==> src/node_cfg_pkg.sv <==
// Package for the switch node configuration bank: offsets, field layout,
// reset values and shared types. Assumes 8-bit register numbers, 32-bit data.
package node_cfg_pkg;

  // ************************************************************
  // Register numbers
  // ************************************************************
  localparam logic [7:0] SWITCH_CONFIG_OFS = 8'h04;
  localparam logic [7:0] NODE_ID_OFS = 8'h05;
  localparam logic [7:0] CLOCK_MULT_OFS = 8'h06;
  localparam logic [7:0] SWITCH_CLK_DIV_OFS = 8'h07;
  localparam logic [7:0] REF_CLK_DIV_OFS = 8'h08;
  localparam logic [7:0] SCAN_IDENTITY_OFS = 8'h09;
  localparam logic [7:0] USER_CODE_OFS = 8'h0A;
  localparam logic [7:0] ROUTE_LOW_OFS = 8'h0C;
  localparam logic [7:0] ROUTE_HIGH_OFS = 8'h0D;
  localparam logic [7:0] RESERVED_A_OFS = 8'h10;
  localparam logic [7:0] RESERVED_B_OFS = 8'h11;
  localparam logic [7:0] DEBUG_ORIGIN_OFS = 8'h1F;
  localparam logic [7:0] LINK_BASE_OFS = 8'h20;
  localparam int NUM_LINKS = 8;

  // ************************************************************
  // Field positions
  // ************************************************************
  localparam int CM_NO_RESET_BIT = 31;
  localparam int CM_NO_WAIT_BIT = 30;
  localparam int CM_BYPASS_BIT = 29;
  localparam int CM_JTAG_BOOT_BIT = 28;
  localparam logic [31:0] CM_WRITE_MASK = 32'hF39F_FF7F;
  localparam int SW_CFG_MULT_LOCK_BIT = 8;
  localparam logic [31:0] SW_CFG_MASK = 32'h8000_0101;
  localparam logic [31:0] LOW16_MASK = 32'h0000_FFFF;
  localparam logic [31:0] TWO_BIT_MASK = 32'h0000_0003;
  localparam logic [31:0] DEBUG_MASK = 32'h0000_0013;

  // ************************************************************
  // Reset values
  // ************************************************************
  localparam logic [31:0] CLOCK_MULT_RST = 32'h0000_0000;
  localparam logic [15:0] SWITCH_CLK_DIV_RST = 16'h0000;
  localparam logic [15:0] REF_CLK_DIV_RST = 16'h0003;

  // Arbitrary neutral identity values
  localparam logic [31:0] SCAN_IDENTITY_VAL = 32'h0000_1001;
  localparam logic [17:0] METAL_ID_VAL = 18'h0_0001;

  typedef enum logic [1:0] {
    TGT_SWITCH_SIDE_LINK,
    TGT_PROCESSOR_SIDE_LINK,
    TGT_SWITCH_CONTROL_BLOCK,
    TGT_UNDEFINED
  } target_kind_type;

  // Live state of one link, reported by the router
  typedef struct packed {
    target_kind_type attached_target_kind;
    logic [7:0] dest_link;
    logic junk;
    logic dest_busy;
    logic src_busy;
  } link_state_type;

  // Settings handed to the clock multiplier
  typedef struct packed {
    logic bypass;
    logic jtag_boot;
    logic no_wait;
    logic [2:0] p_div;
    logic [12:0] m_mul;
    logic [6:0] n_div;
  } mult_cfg_type;

endpackage : node_cfg_pkg

==> src/switch_node_config_regs.sv <==
// Switch node configuration bank: clock multiplier settings, dividers,
// identity words, routing tables, debug origin and per-link registers.
// Assumes one-cycle config strobes from the tiles and router status inputs.
`timescale 1ns/100ps
module switch_node_config_regs
  import node_cfg_pkg::*;
(
  // Clock and reset
  input wire logic MCLK,
  input wire logic RST_N,
  // Configuration access
  input wire logic CFG_WR,
  input wire logic CFG_RD,
  input wire logic [7:0] CFG_ADDR,
  input wire logic [31:0] CFG_WDATA,
  output logic [31:0] CFG_RDATA,
  output logic CFG_ACK,
  // One-time-programmable user code
  input wire logic [13:0] OTP_USER_CODE,
  // Debug events
  input wire logic DEBUG_EVENT_TILE0,
  input wire logic DEBUG_EVENT_TILE1,
  // Router status per link
  input wire node_cfg_pkg::link_state_type [NUM_LINKS-1:0] LINK_STATE,
  // Routing lookup
  input wire logic [15:0] DEST_ID,
  output logic [3:0] ROUTE_DIRECTION,
  output logic ROUTE_MISMATCH,
  // Clock multiplier control
  output node_cfg_pkg::mult_cfg_type MULT_CFG,
  output logic TILE_RESET,
  // Derived clock enables
  output logic SWITCH_CLK_EN,
  output logic REF_CLK_EN,
  // Link settings
  output logic [NUM_LINKS*4-1:0] LINK_DIRECTION,
  output logic [NUM_LINKS*2-1:0] LINK_NETWORK
);
  import node_cfg_pkg::*;

  // ************************************************************
  // Storage
  // ************************************************************
  logic [31:0] switch_config_ff;
  logic [15:0] node_id_ff;
  // Whole settings word kept, reserved bits forced to zero on write
  logic [31:0] clock_mult_ff;
  logic [15:0] switch_div_ff;
  logic [15:0] ref_div_ff;
  logic [31:0] route_low_ff;
  logic [31:0] route_high_ff;
  logic [1:0] reserved_a_ff;
  logic [1:0] reserved_b_ff;
  logic [4:0] debug_origin_ff;
  // Eight words only, so plain registers rather than a memory
  logic [3:0] link_dir_ff [NUM_LINKS];
  logic [1:0] link_net_ff [NUM_LINKS];
  logic [31:0] nxt_rdata;
  logic [3:0] nxt_direction;
  logic nxt_mismatch;
  logic sw_tick;
  logic ref_tick;

  // Eight link registers; the ninth printed number stays unmapped
  function automatic logic is_link(input logic [7:0] addr);
    return addr >= LINK_BASE_OFS && addr < LINK_BASE_OFS + 8'(NUM_LINKS);
  endfunction : is_link

  function automatic logic [2:0] link_index(input logic [7:0] addr);
    return 3'(addr - LINK_BASE_OFS);
  endfunction : link_index

  wire logic wr_mult = CFG_WR && CFG_ADDR == CLOCK_MULT_OFS;

  // ************************************************************
  // Switch configuration and node identifier
  // ************************************************************
  always_ff @(posedge MCLK) begin
    if (!RST_N) begin
      switch_config_ff <= 32'h0000_0000;
    end else if (CFG_WR && CFG_ADDR == SWITCH_CONFIG_OFS) begin
      // reserved bits dropped
      // Header mode is kept for readback only; the register lock (bit 8) blocks clock multiplier writes
      switch_config_ff <= CFG_WDATA & SW_CFG_MASK;
    end
  end

  always_ff @(posedge MCLK) begin
    if (!RST_N) begin
      node_id_ff <= 16'h0000;
    end else if (CFG_WR && CFG_ADDR == NODE_ID_OFS) begin
      // node identifier
      // Upper half is reserved and never stored
      node_id_ff <= CFG_WDATA[15:0];
    end
  end

  // ************************************************************
  // Clock multiplier settings
  // ************************************************************
  always_ff @(posedge MCLK) begin
    if (!RST_N) begin
      clock_mult_ff <= CLOCK_MULT_RST;
    // write lock honoured
    // A locked write raises no tile reset either
    end else if (wr_mult && !switch_config_ff[SW_CFG_MULT_LOCK_BIT]) begin
      clock_mult_ff <= CFG_WDATA & CM_WRITE_MASK;
    end
  end

  // tile reset pulse, suppressed by bit 31
  // One-cycle pulse; the reset sequencer stretches it as it needs
  always_ff @(posedge MCLK) begin
    if (!RST_N) begin
      TILE_RESET <= 1'b0;
    end else begin
      TILE_RESET <= wr_mult && !switch_config_ff[SW_CFG_MULT_LOCK_BIT]
                    && !CFG_WDATA[CM_NO_RESET_BIT];
    end
  end

  // mode bits; fields carried as ratio minus one
  // Registered copy keeps the multiplier inputs glitch free
  always_ff @(posedge MCLK) begin
    if (!RST_N) begin
      MULT_CFG <= '0;
    end else begin
      MULT_CFG.no_wait <= clock_mult_ff[CM_NO_WAIT_BIT];
      MULT_CFG.bypass <= clock_mult_ff[CM_BYPASS_BIT];
      MULT_CFG.jtag_boot <= clock_mult_ff[CM_JTAG_BOOT_BIT];
      MULT_CFG.p_div <= clock_mult_ff[25:23];
      MULT_CFG.m_mul <= clock_mult_ff[20:8];
      MULT_CFG.n_div <= clock_mult_ff[6:0];
    end
  end

  // ************************************************************
  // Switch and reference dividers
  // ************************************************************
  always_ff @(posedge MCLK) begin
    if (!RST_N) begin
      switch_div_ff <= SWITCH_CLK_DIV_RST;
      ref_div_ff <= REF_CLK_DIV_RST;
    end else if (CFG_WR && CFG_ADDR == SWITCH_CLK_DIV_OFS) begin
      switch_div_ff <= CFG_WDATA[15:0];
    end else if (CFG_WR && CFG_ADDR == REF_CLK_DIV_OFS) begin
      ref_div_ff <= CFG_WDATA[15:0];
    end
  end

  // Lowering a ratio below the running count wraps at once: one short period
  // switch clock enable
  clock_divider u_switch_div (
    .clk(MCLK),
    .rst_n(RST_N),
    .ratio(switch_div_ff),
    .tick(sw_tick)
  );

  clock_divider u_ref_div (
    .clk(MCLK),
    .rst_n(RST_N),
    .ratio(ref_div_ff),
    .tick(ref_tick)
  );

  always_ff @(posedge MCLK) begin
    if (!RST_N) begin
      SWITCH_CLK_EN <= 1'b0;
      REF_CLK_EN <= 1'b0;
    end else begin
      SWITCH_CLK_EN <= sw_tick;
      REF_CLK_EN <= ref_tick;
    end
  end

  // ************************************************************
  // Routing tables
  // ************************************************************
  always_ff @(posedge MCLK) begin
    if (!RST_N) begin
      route_low_ff <= 32'h0000_0000;
      route_high_ff <= 32'h0000_0000;
    end else if (CFG_WR && CFG_ADDR == ROUTE_LOW_OFS) begin
      route_low_ff <= CFG_WDATA;
    end else if (CFG_WR && CFG_ADDR == ROUTE_HIGH_OFS) begin
      route_high_ff <= CFG_WDATA;
    end
  end

  // route lookup
  // Registered answer lags DEST_ID by one cycle; lookup stays off the pins
  route_select u_route (
    .directions({route_high_ff, route_low_ff}),
    .node_id(node_id_ff),
    .dest_id(DEST_ID),
    .direction(nxt_direction),
    .mismatch(nxt_mismatch)
  );

  always_ff @(posedge MCLK) begin
    if (!RST_N) begin
      ROUTE_DIRECTION <= 4'h0;
      ROUTE_MISMATCH <= 1'b0;
    end else begin
      ROUTE_DIRECTION <= nxt_direction;
      ROUTE_MISMATCH <= nxt_mismatch;
    end
  end

  // ************************************************************
  // Reserved scratch bits and debug origin
  // ************************************************************
  always_ff @(posedge MCLK) begin
    if (!RST_N) begin
      reserved_a_ff <= 2'b00;
      reserved_b_ff <= 2'b00;
    end else if (CFG_WR && CFG_ADDR == RESERVED_A_OFS) begin
      reserved_a_ff <= CFG_WDATA[1:0];
    end else if (CFG_WR && CFG_ADDR == RESERVED_B_OFS) begin
      reserved_b_ff <= CFG_WDATA[1:0];
    end
  end

  // latest event wins; an event beats a software write
  // Bit 4 is scratch and survives events; tile bits are replaced as a pair
  always_ff @(posedge MCLK) begin
    if (!RST_N) begin
      debug_origin_ff <= 5'h00;
    end else if (DEBUG_EVENT_TILE0 || DEBUG_EVENT_TILE1) begin
      debug_origin_ff <= {debug_origin_ff[4], 2'b00, DEBUG_EVENT_TILE1, DEBUG_EVENT_TILE0};
    end else if (CFG_WR && CFG_ADDR == DEBUG_ORIGIN_OFS) begin
      debug_origin_ff <= 5'(CFG_WDATA & DEBUG_MASK);
    end
  end

  // ************************************************************
  // Per-link settings
  // ************************************************************
  // one register per link
  // Only direction and network are stored; status comes live from the router
  always_ff @(posedge MCLK) begin
    if (!RST_N) begin
      for (int i = 0; i < NUM_LINKS; i++) begin
        link_dir_ff[i] <= 4'h0;
        link_net_ff[i] <= 2'b00;
      end
    end else if (CFG_WR && is_link(CFG_ADDR)) begin
      link_dir_ff[link_index(CFG_ADDR)] <= CFG_WDATA[11:8];
      link_net_ff[link_index(CFG_ADDR)] <= CFG_WDATA[5:4];
    end
  end

  always_ff @(posedge MCLK) begin
    if (!RST_N) begin
      LINK_DIRECTION <= '0;
      LINK_NETWORK <= '0;
    end else begin
      for (int i = 0; i < NUM_LINKS; i++) begin
        LINK_DIRECTION[4 * i +: 4] <= link_dir_ff[i];
        LINK_NETWORK[2 * i +: 2] <= link_net_ff[i];
      end
    end
  end

  // ************************************************************
  // Read path
  // ************************************************************
  // Decoded from the live address; taken only on a read strobe
  always_comb begin
    nxt_rdata = 32'h0000_0000;
    if (is_link(CFG_ADDR)) begin
      nxt_rdata[25:24] = LINK_STATE[link_index(CFG_ADDR)].attached_target_kind;
      nxt_rdata[23:16] = LINK_STATE[link_index(CFG_ADDR)].dest_link;
      nxt_rdata[11:8] = link_dir_ff[link_index(CFG_ADDR)];
      nxt_rdata[5:4] = link_net_ff[link_index(CFG_ADDR)];
      nxt_rdata[2] = LINK_STATE[link_index(CFG_ADDR)].junk;
      nxt_rdata[1] = LINK_STATE[link_index(CFG_ADDR)].dest_busy;
      nxt_rdata[0] = LINK_STATE[link_index(CFG_ADDR)].src_busy;
    end else begin
      unique case (CFG_ADDR)
        SWITCH_CONFIG_OFS: nxt_rdata = switch_config_ff;
        NODE_ID_OFS: nxt_rdata = {16'h0000, node_id_ff};
        CLOCK_MULT_OFS: nxt_rdata = clock_mult_ff;
        SWITCH_CLK_DIV_OFS: nxt_rdata = {16'h0000, switch_div_ff};
        REF_CLK_DIV_OFS: nxt_rdata = {16'h0000, ref_div_ff};
        SCAN_IDENTITY_OFS: nxt_rdata = SCAN_IDENTITY_VAL;
        USER_CODE_OFS: nxt_rdata = {OTP_USER_CODE, METAL_ID_VAL};
        ROUTE_LOW_OFS: nxt_rdata = route_low_ff;
        ROUTE_HIGH_OFS: nxt_rdata = route_high_ff;
        RESERVED_A_OFS: nxt_rdata = {30'h0, reserved_a_ff};
        RESERVED_B_OFS: nxt_rdata = {30'h0, reserved_b_ff};
        DEBUG_ORIGIN_OFS: nxt_rdata = {27'h0, debug_origin_ff};
        default: nxt_rdata = 32'h0000_0000;
      endcase
    end
  end

  // Registered answer, one cycle after the strobe
  // Read data holds between reads, so a late sample still sees it
  always_ff @(posedge MCLK) begin
    if (!RST_N) begin
      CFG_RDATA <= 32'h0000_0000;
      CFG_ACK <= 1'b0;
    end else begin
      CFG_ACK <= CFG_RD || CFG_WR;
      if (CFG_RD) begin
        CFG_RDATA <= nxt_rdata;
      end
    end
  end

endmodule : switch_node_config_regs

==> src/route_select.sv <==
// Routing direction lookup from destination id against node id.
// Assumes combinational use inside the register bank.
`timescale 1ns/100ps
module route_select (
  // Tables and identifiers
  input wire logic [63:0] directions,
  input wire logic [15:0] node_id,
  input wire logic [15:0] dest_id,
  // Result
  output logic [3:0] direction,
  output logic mismatch
);
  logic [15:0] diff;

  always_comb begin
    diff = node_id ^ dest_id;
    direction = 4'h0;
    mismatch = |diff;
    for (int k = 0; k < 16; k++) begin
      if (diff[k]) begin
        direction = directions[4 * k +: 4];
      end
    end
  end
endmodule : route_select

==> src/clock_divider.sv <==
// Programmable enable divider: one pulse every (ratio + 1) clock cycles.
// Assumes ratio may change at any time; the count carries on and wraps once it reaches or passes the new ratio.
`timescale 1ns/100ps
module clock_divider (
  // Clock and reset
  input wire logic clk,
  input wire logic rst_n,
  // Control
  input wire logic [15:0] ratio,
  // Output
  output logic tick
);
  logic [15:0] count_ff;

  always_ff @(posedge clk) begin
    if (!rst_n || count_ff >= ratio) begin
      count_ff <= 16'h0000;
    end else begin
      count_ff <= count_ff + 16'h0001;
    end
  end

  always_ff @(posedge clk) begin
    if (!rst_n) begin
      tick <= 1'b0;
    end else begin
      tick <= (count_ff >= ratio);
    end
  end
endmodule : clock_divider

==> config.mk <==
export PLATFORM = sky130hd
export DESIGN_NAME = switch_node_config_regs
export DESIGN_NICKNAME = d
export VERILOG_FILES = /design/src/node_cfg_pkg.sv /design/src/switch_node_config_regs.sv /design/src/route_select.sv /design/src/clock_divider.sv
export SDC_FILE = /design/constraint.sdc
export NUM_CORES = 1
export LEC_CHECK = 0
export ABC_AREA = 1
export BUFFER_PORTS_ARGS = -buffer_cell sky130_fd_sc_hd__buf_2
export CORE_MARGIN = 4
export CORE_UTILIZATION = 50
export DETAILED_ROUTE_END_ITERATION = 10
export PLACE_DENSITY = 0.81
export SLEW_MARGIN = 0
export SYNTH_ARGS = -nofsm -noshare
export SYNTH_HDL_FRONTEND = slang
export SYNTH_SLANG_ARGS = --single-unit
==> constraint.sdc <==
create_clock -name MCLK -period 4.9 [get_ports MCLK]
set_input_delay 0.735 -clock MCLK [delete_from_list [all_inputs] [get_ports MCLK]]
set_output_delay 0.735 -clock MCLK [all_outputs]
set_load 0.01 [all_outputs]
### Word level (Yosys, flattened, before mapping)

Memories as Yosys holds them, arrays and structs flattened. A register that Yosys moved wholly into a read port is not among the register bits.
Cells that the tools add are included.

* register bits: 250
* memory bits (writable): 48
* input bits: 180
* output and inout port bits: 115
* word-level logic and storage cells: 139
* memories kept: 2

Memories
* link_dir_ff: depth 8, width 4, read ports 9, clocked after Yosys merged registers in 8, wr ports 8, line switch_node_config_regs.sv:56 `logic [3:0] link_dir_ff [NUM_LINKS];`
* link_net_ff: depth 8, width 2, read ports 9, clocked after Yosys merged registers in 8, wr ports 8, line switch_node_config_regs.sv:57 `logic [1:0] link_net_ff [NUM_LINKS];`

* add/subtract/negate cells: 3
* magnitude comparators: 5
* equal/unequal tests: 12
* mux-type cells: 39
* bitwise logic cells: 5
* reductions and logical operators: 45

Operators by type and width (number)
* $pmux W32 S12: 1
* $mux W4: 19
* $eq A8 B4 Y1 const B: 5
* $bmux W13 S3: 1
* $add A16 B1 Y16 const B: 2
* $eq A8 B3 Y1 const B: 4
* $ge A16 B16 Y1: 2
* $eq A8 B5 Y1 const B: 3
* $logic_not A1 Y1: 19
* $reduce_or A16 Y1: 1
* $xor A16 B16 Y16: 1
* $logic_and A1 B1 Y1: 14
* $mux W13: 1
* $mux W10: 1
* $mux W2: 5
* $mux W3: 3
* $ge A8 B6 Y1 const B: 1
* $lt A8 B6 Y1 const B: 1
* $reduce_and A2 Y1: 4
* $mux W1: 7
* $mux W6: 1
* $logic_or A1 B1 Y1: 4
* $lt A3 B4 Y1 const B: 1
* $not A1 Y1: 4
* 4 further kinds: 4

### Longest topological paths before layout

Gate-level depths: netlist (run 1).

* depth after elaboration: 17
* mapped depth: 24
* depth with buffers taken out: 24

### By module

Synthesis (run 1) repeated with hierarchy kept, for this count alone.

* cell total of the unflattened synthesis: 2349
* area, all modules: 17055.1 µm²

Modules (own cells, without submodules)
* switch_node_config_regs: instances 1, cells an instance 1763, area each 13220.2 µm², sequential area each 6726.5 µm²
* route_select: instances 1, cells an instance 244, area each 1387.6 µm², sequential area each 0.0 µm²
* clock_divider at u_switch_div: instances 1, cells an instance 171, area each 1226.2 µm², sequential area each 340.3 µm²
* clock_divider at u_ref_div: instances 1, cells an instance 171, area each 1221.2 µm², sequential area each 340.3 µm²

### Worst setup path before layout (run 1)

No wires, ideal clock.

* path type: input-to-reg
* from: input CFG_WR
* to: memory link_dir_ff[4][0], enable pin
* setup time: 0.318 ns
* arrival time: 2.072 ns
* required time: 4.582 ns
* setup slack: 2.510 ns
* stages: 5
* path buffers: 1
* path through: clkbuf_1 -> inv_1 -> nor4_1 -> nand2_1 -> nand2_1

RTL lines
* start, declared: line switch_node_config_regs.sv:12 `input wire logic CFG_WR,`
* end, declared: line switch_node_config_regs.sv:56

### Final worst setup path (run 1)

* from: input CFG_ADDR[6]
* to: register route_low_ff[27]

* word-level cells in the longest chain between the ends: 2

RTL lines
* start, declared: line switch_node_config_regs.sv:14 `input wire logic [7:0] CFG_ADDR,`
* $eq A8 B4 Y1: line switch_node_config_regs.sv:184 `end else if (CFG_WR && CFG_ADDR == ROUTE_LOW_OFS) begin`
* $logic_and A1 B1 Y1: line switch_node_config_regs.sv:184
* end signal, assigned: line switch_node_config_regs.sv:182 `route_low_ff <= 32'h0000_0000;`
* end signal, assigned: line switch_node_config_regs.sv:185 `route_low_ff <= CFG_WDATA;`
* end, declared: line switch_node_config_regs.sv:50 `logic [31:0] route_low_ff;`

Every way passes these cells.
A chain may end at the register's enable or synchronous reset.

==> results of run 1 <==
-- flip-flops by register name, summed over array words and instances, names as in the netlist, 26 cells and up --
name	cells
clock_mult_ff	27
MULT_CFG	26
CFG_RDATA	32
link_dir_ff	32
route_low_ff	32
LINK_DIRECTION	32
route_high_ff	32
-- area by class of cell --
class                   instances  area share [%]
clock buffers                  55           6.180
inverters                     314           6.468
well taps                     390           2.678
flip-flops and latches        346           40.65
diodes                          2         0.02746
repair buffers                306           8.672
multi-input cells            1196           34.79
clock inverters                11          0.5356
-- cells in the mapped netlist, drive strengths merged (6+ instances only) --
cell type and n:
nor2 133, o211ai 9, xor2 20, a22oi 76, a221oi 7, clkbuf 74, buf 24, nand3 95
o22ai 31, o31ai 9, xnor2 6, clkinv 7, o221ai 6, o21ai 209, dfxtp 298, edfxtp 48
a21oi 186, inv 307, nand2 293, nand4 8, ha 34, a31oi 20, nor3 20
-- power groups by stage --
stage,combinational (mW),sequential (mW),clock [mW]
floorplan,0.259,3.04,0
global placement,0.479,3.03,0
detailed placement,0.489,3.03,0
CTS,0.493,2.97,2.79
global route,0.552,2.98,2.92
finish,0.500,2.97,2.77
-- layer usage --
layer  wire length, microns  vias up  global-route usage [%]
met3                   5424      192                   5.335
met1                  18910     6808                   36.22
li1                       -     7030                       -
met2                  23760      916                   47.64
met5                      0        -                       0
met4                   2964        0                   16.00
-- kinds of logic (layout without fill, tap and decap cells) --
kind of cell / count (synthesis) / in the layout / share of synthesized area (%)
AOI/OAI and AO/OA: 572 / 572 / 21.46
xor gates and xnor gates: 26 / 26 / 1.487
adders and majority gates: 34 / 34 / 2.779
buffers and inverters: 412 / 686 / 10.34
DFF: 346 / 346 / 48.38
other: 0 / 2 / 0
and+or+nand+nor: 564 / 564 / 15.55
-- worst max-delay path by stage --
stage,endpoint,slack [ps],startpoint
CTS,route_low_ff[12],1800,CFG_ADDR[6]
finish,route_low_ff[27],1740,CFG_ADDR[6]
global placement,route_low_ff[12],1320,CFG_ADDR[6]
floorplan,link_dir_ff[4][0],2510,CFG_WR
global route,route_low_ff[29],1360,CFG_ADDR[6]
detailed placement,route_low_ff[27],1200,CFG_ADDR[6]
-- placed cells by master (no fill, tap or decap), drive strengths merged, types with 4 or more instances in the layout --
| cell | count |
|---|---|
| o22ai | 31 |
| a221oi | 7 |
| o211ai | 9 |
| nor2 | 133 |
| o221ai | 6 |
| o31ai | 9 |
| clkbuf | 55 |
| buf | 306 |
| nand4 | 8 |
| inv | 308 |
| a22oi | 76 |
| nand2 | 293 |
| ha | 34 |
| nor3b | 4 |
| o21ai | 209 |
| a31oi | 20 |
| a32o | 5 |
| clkinv | 14 |
| edfxtp | 48 |
| xnor2 | 6 |
| dfxtp | 298 |
| nand3 | 95 |
| nor3 | 20 |
| xor2 | 20 |
| a21oi | 186 |
| nor4 | 5 |
-- worst min-delay path, cell delays in order, from the launching register on --
cell and delay, ps:
dfxtp_1 310, nand2_1 50, inv_1 30
-- metrics by stage --
| step | hold WS (ps) | power, mW | instances | util, % | area, sq um |
|---|---|---|---|---|---|
| 2_1_floorplan | 390.5 | 3.295 | 1954 | - | 15310 |
| 3_3_place_gp | 413.5 | 3.511 | 2552 | 56.73 | 16990 |
| 3_5_place_dp | 417.2 | 3.522 | 2552 | 56.73 | 16990 |
| 4_1_cts | 424.8 | 6.258 | 2618 | 60.82 | 18220 |
| 5_1_grt | 439.7 | 6.446 | 2620 | 60.84 | 18220 |
| 6_report | 424.2 | 6.247 | 2620 | 60.84 | 18220 |
==> impl_metrics.env, run 1 <==
export IMPL_outcome="completed"
export IMPL_die_h_microns=183.0
export IMPL_ys_flop_type="dfxtp_1"
export IMPL_num_rows=63
export IMPL_synth_largest_area_cell="dfxtp_1"
export IMPL_die_area_sq_um=33480
export IMPL_worstPathMaxFanout=46
export IMPL_setup_viol=0
export IMPL_core_sq_um=29950
export IMPL_slowest_delay_ps=490
export IMPL_critPathArrivalTime_ps=3540
export IMPL_drive_gt1_share_pct=17.86
export IMPL_layout_nets=2414
export IMPL_cp_depth=13
export IMPL_crit_path_cell_trace="buf_2 -> nor2_2 -> inv_2 -> nor3_4 -> inv_2 -> nor2_2 -> nand3_2 -> nor2_2 -> inv_2 -> nor2_4 -> inv_2 -> o21ai_0 -> a21oi_1"
export IMPL_h_tree_depth=2
export IMPL_synthArstFlopShare_pct=0
export IMPL_combPwrFrac_pct=8.0
export IMPL_power_frac_seq_pct=47.6
export IMPL_port_buffers=294
export IMPL_cp_slowest_cell="nor2_2"
export IMPL_seq_area_frac_synth_pct=48.38
export IMPL_cts_tree="yes"
export IMPL_wl_microns=51060
export IMPL_synthesis_area_sq_um=15310
export IMPL_max_freq_mhz=316.4
export IMPL_ff_latch_area_sq_um=7407
export IMPL_syn_mean_instance_area_sq_um=7.835
export IMPL_multiInputGateArea_sq_um=6340
export IMPL_finalWorstSetupSlack_ps=1740
export IMPL_synth_area_top_cells="dfxtp_1 39%, edfxtp_1 9.4%, nand2_1 7.2%, inv_1 7.1%, o21ai_0 6.7%"
export IMPL_wl_per_cell_microns=19.49
export IMPL_fin_crit_ps=3160
export IMPL_finalCritPeriodShare_pct=64.50
export IMPL_hpwl_microns=36610
export IMPL_ys_seq_elements=346
export IMPL_finalHoldViolations=0
export IMPL_worst_pin_slew_ps=982.8
export IMPL_hold_start="clock_mult_ff[24]"
export IMPL_finalSetupTns_ps=0
export IMPL_track_usage_pct=29.01
export IMPL_hold_buffers=0
export IMPL_r2r_end="u_switch_div.count_ff[2]"
export IMPL_dr_pass1_iters=6
export IMPL_r2r_start="u_switch_div.count_ff[0]"
export IMPL_path_delay_family="simple AND/OR/NAND/NOR gates"
export IMPL_syn_inst=1954
export IMPL_startpoint_type="primary input"
export IMPL_gr_total_overflow=0
export IMPL_finClkSkew_ps=27.87
export IMPL_post_cts_resized=0
export IMPL_required_ps=5280
export IMPL_initial_core_util_pct=51.11
export IMPL_reg2reg_slack_ps=2310
export IMPL_grt_pass1_vias=14250
export IMPL_path_class="primary input to register"
export IMPL_synth_fp_nets=2168
export IMPL_drc=0
export IMPL_gp_congestion=0.9356
export IMPL_vias=14950
export IMPL_switching_power_mw=1.493
export IMPL_min_delay_path_class="register to register"
export IMPL_grt_antenna_before_repair=2
export IMPL_max_slew_margin_pct=34.32
export IMPL_grt_setup_unrepaired="false"
export IMPL_chipWidth_microns=183.0
export IMPL_r2r_cells=15
export IMPL_post_cts_buffers=0
export IMPL_holdPathStages=2
export IMPL_drtIter0Drc=1783
export IMPL_power_leakage_nw=8.095
export IMPL_min_to="MULT_CFG[21]"
export IMPL_crit_buf_inv=5
export IMPL_cts_buffers=36
export IMPL_internal_power_mw=4.754
export IMPL_cts_sinks=346
export IMPL_grt_max_degree=164
export IMPL_place_ws_ps=1202
export IMPL_fillers=2616
export IMPL_ant_nets=0
export IMPL_clkPwrFrac_pct=44.4
export IMPL_cts_root_buffer_cell="clkbuf_16"
export IMPL_p_per_area_nw_per_um2=342.8
export IMPL_path_clk_slew_ps=60
export IMPL_slew_viol_final=0
export IMPL_clk_latency_ps=530
export IMPL_ios=295
export IMPL_synth_cell_types=45
export IMPL_syn_to_final_growth_pct=19.03
export IMPL_drv_cap=0
export IMPL_synth_top_area_share_pct=38.97
export IMPL_yosysWarnings=0
export IMPL_ir_worst_vdd_mv=0.2074
export IMPL_crit_path_end_kind="register"
export IMPL_cp_common_cell="inv_2"
export IMPL_synth_edf_count=48
export IMPL_vias_per_cell=5.705
export IMPL_grt_pass1_wl_microns=77210
export IMPL_clockBufferDepth=3
export IMPL_switching_share_pct=23.90
Power figures use the tool's default switching activity.
==> run 2, diff against run 1 <==
==> constraint.sdc (replaced) <==
create_clock -name MCLK -period 3 [get_ports MCLK]
set_input_delay 0.45 -clock MCLK [delete_from_list [all_inputs] [get_ports MCLK]]
set_output_delay 0.45 -clock MCLK [all_outputs]
set_load 0.01 [all_outputs]
==> impl_metrics.env, run 2 (same netlist as run 1, synthesis figures left out) <==
export IMPL_finalHoldViolations=0
export IMPL_max_freq_mhz=426.5
export IMPL_hold_buffers=0
export IMPL_required_ps=3380
export IMPL_track_usage_pct=29.78
export IMPL_final_area_sq_um=18340
export IMPL_drv_cap=0
export IMPL_startpoint_type="register"
export IMPL_ios=295
export IMPL_layout_nets=2442
export IMPL_wl_per_cell_microns=19.83
export IMPL_fin_crit_ps=2345
export IMPL_core_sq_um=29950
export IMPL_layout_commonest_cell="dfxtp_1"
export IMPL_wl_met3_microns=5383
export IMPL_vias=15020
export IMPL_layout_common_cells="298 x dfxtp_1, 293 x nand2_1, 293 x buf_2"
export IMPL_grt_antenna_before_repair=0
export IMPL_finalWorstSetupSlack_ps=655.1
export IMPL_crit_path_end_kind="register"
export IMPL_worstPathMaxFanout=9
export IMPL_max_slew_margin_pct=46.95
export IMPL_n_antenna_cell=0
export IMPL_hpwl_microns=38500
export IMPL_port_buffers=294
export IMPL_h_tree_depth=2
export IMPL_die_area_sq_um=33480
export IMPL_clockBufferDepth=3
export IMPL_post_cts_buffers=0
export IMPL_grt_pass1_wl_microns=79480
export IMPL_holdWs_ps=190.9
export IMPL_drive_gt1_share_pct=18.63
export IMPL_fin_cells=2644
export IMPL_fillers=2611
export IMPL_routed_top_layer="met4"
export IMPL_grt_setup_unrepaired="false"
export IMPL_holdPathStages=3
export IMPL_min_delay_path_class="primary input to register"
export IMPL_finalCritPeriodShare_pct=78.16
export IMPL_multiInputGateArea_sq_um=6340
export IMPL_die_h_microns=183.0
export IMPL_ir_worst_vdd_mv=0.4262
export IMPL_dr_pass1_iters=6
export IMPL_power_leakage_nw=8.196
export IMPL_dr_wl_met2_microns=24270
export IMPL_wl_microns=52420
export IMPL_gp_congestion=1.013
export IMPL_clk_latency_ps=520
export IMPL_num_rows=63
export IMPL_place_inst=2579
export IMPL_power_mw=10.08
export IMPL_outcome="completed"
export IMPL_slew_viol_final=0
export IMPL_cts_sinks=346
export IMPL_fin_util_pct=61.24
export IMPL_grt_max_degree=92
export IMPL_path_class="register to register"
export IMPL_worst_pin_slew_ps=795.8
export IMPL_p_per_area_nw_per_um2=549.8
export IMPL_r2r_cells=23
export IMPL_syn_to_final_growth_pct=19.82
export IMPL_gr_total_overflow=0
export IMPL_finClkSkew_ps=12.89
export IMPL_vias_per_cell=5.679
export IMPL_drc=0
export IMPL_initial_core_util_pct=51.11
export IMPL_ant_nets=0
export IMPL_cts_tree="yes"
export IMPL_grt_pass1_vias=14310
export IMPL_place_ws_ps=368.0
export IMPL_path_clk_slew_ps=60
export IMPL_cts_root_buffer_cell="clkbuf_16"
export IMPL_wl_met1_microns=19970
export IMPL_post_cts_resized=0
export IMPL_ff_latch_area_sq_um=7407
export IMPL_drtIter0Drc=1669
export IMPL_cts_buffers=37
export IMPL_setup_viol=0
export IMPL_chipWidth_microns=183.0
export IMPL_finalSetupTns_ps=0
export IMPL_placed_area_sq_um=17180
export IMPL_critPathArrivalTime_ps=2720
-- run 2: path summary, 6_finish.rpt --
kind              slack, ps              from                 end
setup / recovery        660     node_id_ff[2]  ROUTE_DIRECTION[3]
hold / removal          190     CFG_WDATA[17]    route_low_ff[17]
setup reg to reg        660     node_id_ff[2]  ROUTE_DIRECTION[3]
hold reg to reg         420  clock_mult_ff[0]         MULT_CFG[0]
-- run 2: layout make-up --
cell class | instances | area share, %
Clock buffer | 57 | 6.084
Multi-Input combinational cell | 1196 | 34.56
Timing Repair Buffer | 333 | 9.651
Clock inverter | 8 | 0.2387
Tap cell | 390 | 2.660
Sequential cell | 346 | 40.38
Inverter | 314 | 6.425
-- run 2: per-layer routing --
metal	up-vias	GRT usage [%]
li1	7072	-
met4	0	13.53
met1	6906	38.03
met5	-	0
met3	160	5.256
met2	878	49.48
-- run 2: worst max-delay path: stages, from the launching register on --
cell and delay, ps:
dfxtp_1 320, inv_1 90, nand2_1 70, nand2_1 220
o21ai_0 240, inv_1 60, nand2_1 80, nand2_1 110
nand2_1 80, nand2_1 50, nand2_1 60, nand2_1 60
nand2_1 70, nand2_1 50, nand2_1 60, nand2_1 40
nand2_1 50, nand2_1 50, nand2_1 100, nand2_1 60
nand2_1 50, nand2_1 50, nand2_1 110, a21oi_1 60
-- run 2: report_power, final --
part	internal, mW	leakage, nW	switching, mW
combinational	0.289	4.75	0.551
clock	2.56	0.574	1.82
sequential	4.80	2.87	0.0582
==> run 3, diff against run 2 <==
==> constraint.sdc (replaced) <==
create_clock -name MCLK -period 2.3 [get_ports MCLK]
set_input_delay 0.345 -clock MCLK [delete_from_list [all_inputs] [get_ports MCLK]]
set_output_delay 0.345 -clock MCLK [all_outputs]
set_load 0.01 [all_outputs]
==> impl_metrics.env, run 3 (same netlist as run 1, synthesis figures left out) <==
export IMPL_cp_depth=14
export IMPL_crit_path_cell_trace="inv_1 -> ha_1 -> a21oi_2 -> o21ai_1 -> nand3_1 -> nand2_1 -> nand3_1 -> nand2_1 -> a21oi_2 -> nor2_1 -> o211ai_1 -> nand3_1 -> buf_6 -> nor3b_2"
export IMPL_wl_microns=51960
export IMPL_initial_core_util_pct=51.11
export IMPL_critPathArrivalTime_ps=2560
export IMPL_wl_per_cell_microns=19.38
export IMPL_clockBufferDepth=3
export IMPL_finalHoldViolations=0
export IMPL_placed_area_sq_um=17510
export IMPL_crit_path_end_kind="register"
export IMPL_cts_buffers=38
export IMPL_ant_nets=0
export IMPL_max_freq_mhz=474.0
export IMPL_startpoint_type="register"
export IMPL_hpwl_microns=37170
export IMPL_layout_commonest_cell="dfxtp_1"
export IMPL_gr_total_overflow=0
export IMPL_gp_congestion=0.9751
export IMPL_path_clk_slew_ps=60
export IMPL_power_mw=13.57
export IMPL_worstPathMaxFanout=8
export IMPL_die_area_sq_um=33480
export IMPL_drv_cap=0
export IMPL_vias_per_cell=5.692
export IMPL_cts_root_buffer_cell="clkbuf_16"
export IMPL_layout_common_cells="295 x dfxtp_1, 294 x buf_2, 291 x nand2_1"
export IMPL_drtIter0Drc=1939
export IMPL_power_leakage_nw=8.451
export IMPL_die_h_microns=183.0
export IMPL_clk_latency_ps=530
export IMPL_cts_tree="yes"
export IMPL_grt_pass1_vias=14370
export IMPL_holdWs_ps=72.10
export IMPL_holdPathStages=3
export IMPL_ios=295
export IMPL_cp_common_cell="nand3_1"
export IMPL_ir_worst_vdd_mv=0.4817
export IMPL_chipWidth_microns=183.0
export IMPL_drive_gt1_share_pct=21.42
export IMPL_final_area_sq_um=18950
export IMPL_crit_buf_inv=2
export IMPL_max_slew_margin_pct=47.93
export IMPL_place_inst=2606
export IMPL_worst_pin_slew_ps=774.4
export IMPL_grt_pass1_wl_microns=77790
export IMPL_num_rows=63
export IMPL_track_usage_pct=28.98
export IMPL_layout_nets=2474
export IMPL_syn_to_final_growth_pct=23.78
export IMPL_vias=15260
export IMPL_port_buffers=294
export IMPL_core_sq_um=29950
export IMPL_slowest_delay_ps=320
export IMPL_finalCritPeriodShare_pct=91.73
export IMPL_path_delay_family="simple AND/OR/NAND/NOR gates"
export IMPL_slew_viol_final=0
export IMPL_finClkSkew_ps=26.27
export IMPL_fin_cells=2681
export IMPL_fin_util_pct=63.27
export IMPL_p_per_area_nw_per_um2=716.3
export IMPL_required_ps=2750
export IMPL_cts_sinks=346
export IMPL_r2r_cells=14
export IMPL_h_tree_depth=2
export IMPL_fin_crit_ps=2110
export IMPL_cp_slowest_cell="dfxtp_1"
export IMPL_min_delay_path_class="primary input to register"
export IMPL_setup_viol=0
export IMPL_drc=0
export IMPL_grt_antenna_before_repair=3
export IMPL_outcome="completed"
export IMPL_grt_max_degree=90
export IMPL_fillers=2598
export IMPL_path_class="register to register"
export IMPL_dr_pass1_iters=6
-- run 3: cell count changes in the layout (fill, tap and decap cells not counted), sizes merged --
cell      before  now
buf          333  363
bufinv         0    2
clkbuf        57   55
clkinv        14   15
clkinvlp       0    1
diode          0    3
inv          308  310
-- run 3: timing repair --
item | 4_1_cts | 5_1_grt
hold buffers | 0 | 0
endpoints found under the setup margin | 0 | 34
buffers inserted | 0 | 2
resized for setup | 0 | 39
-- run 3: per-stage QoR --
stage          setup TNS (ps)  setup slack (ps)
6_report                    0             190.1
2_1_floorplan               0             247.1
5_1_grt                -33.38            -20.77
4_1_cts                     0             56.33
3_3_place_gp                0             2.837
3_5_place_dp           -66.57            -51.33
-- run 3: cell type report --
cell class	instances	area [sq um]	area share (%)
antenna	3	7.507	0.03961
clock buffer	54	1102	5.817
clock inverter	14	136.4	0.7197
inverter	314	1179	6.219
multi-input combinational	1196	6480	34.19
sequential	346	7411	39.11
tap	390	488.0	2.575
timing repair buffer	364	2147	11.33
-- run 3: worst paths after layout --
| kind | startpoint | end | slack (ps) |
|---|---|---|---|
| max | switch_div_ff[1] | u_switch_div.count_ff[14] | 190 |
| min | CFG_WDATA[18] | route_low_ff[18] | 70 |
| max reg2reg | switch_div_ff[1] | u_switch_div.count_ff[14] | 190 |
| min reg2reg | clock_mult_ff[29] | MULT_CFG[25] | 420 |
-- run 3: tightest hold or removal path, stage by stage --
cell and delay, ps:
buf_2 100, nor2_1 40, nor2_1 80
-- run 3: power breakdown --
group	total (mW)	internal (mW)	switching, mW
sequential	6.33	6.26	0.0705
combinational	1.19	0.446	0.747
clock	6.05	3.58	2.47
-- run 3: metal layers --
layer / up-vias / wire length (microns) / track usage (%)
met5: - / 0 / 0
met4: 0 / 2440 / 11.74
met3: 162 / 4752 / 4.165
met2: 850 / 24610 / 49.01
met1: 7100 / 20160 / 37.49
li1: 7148 / - / -
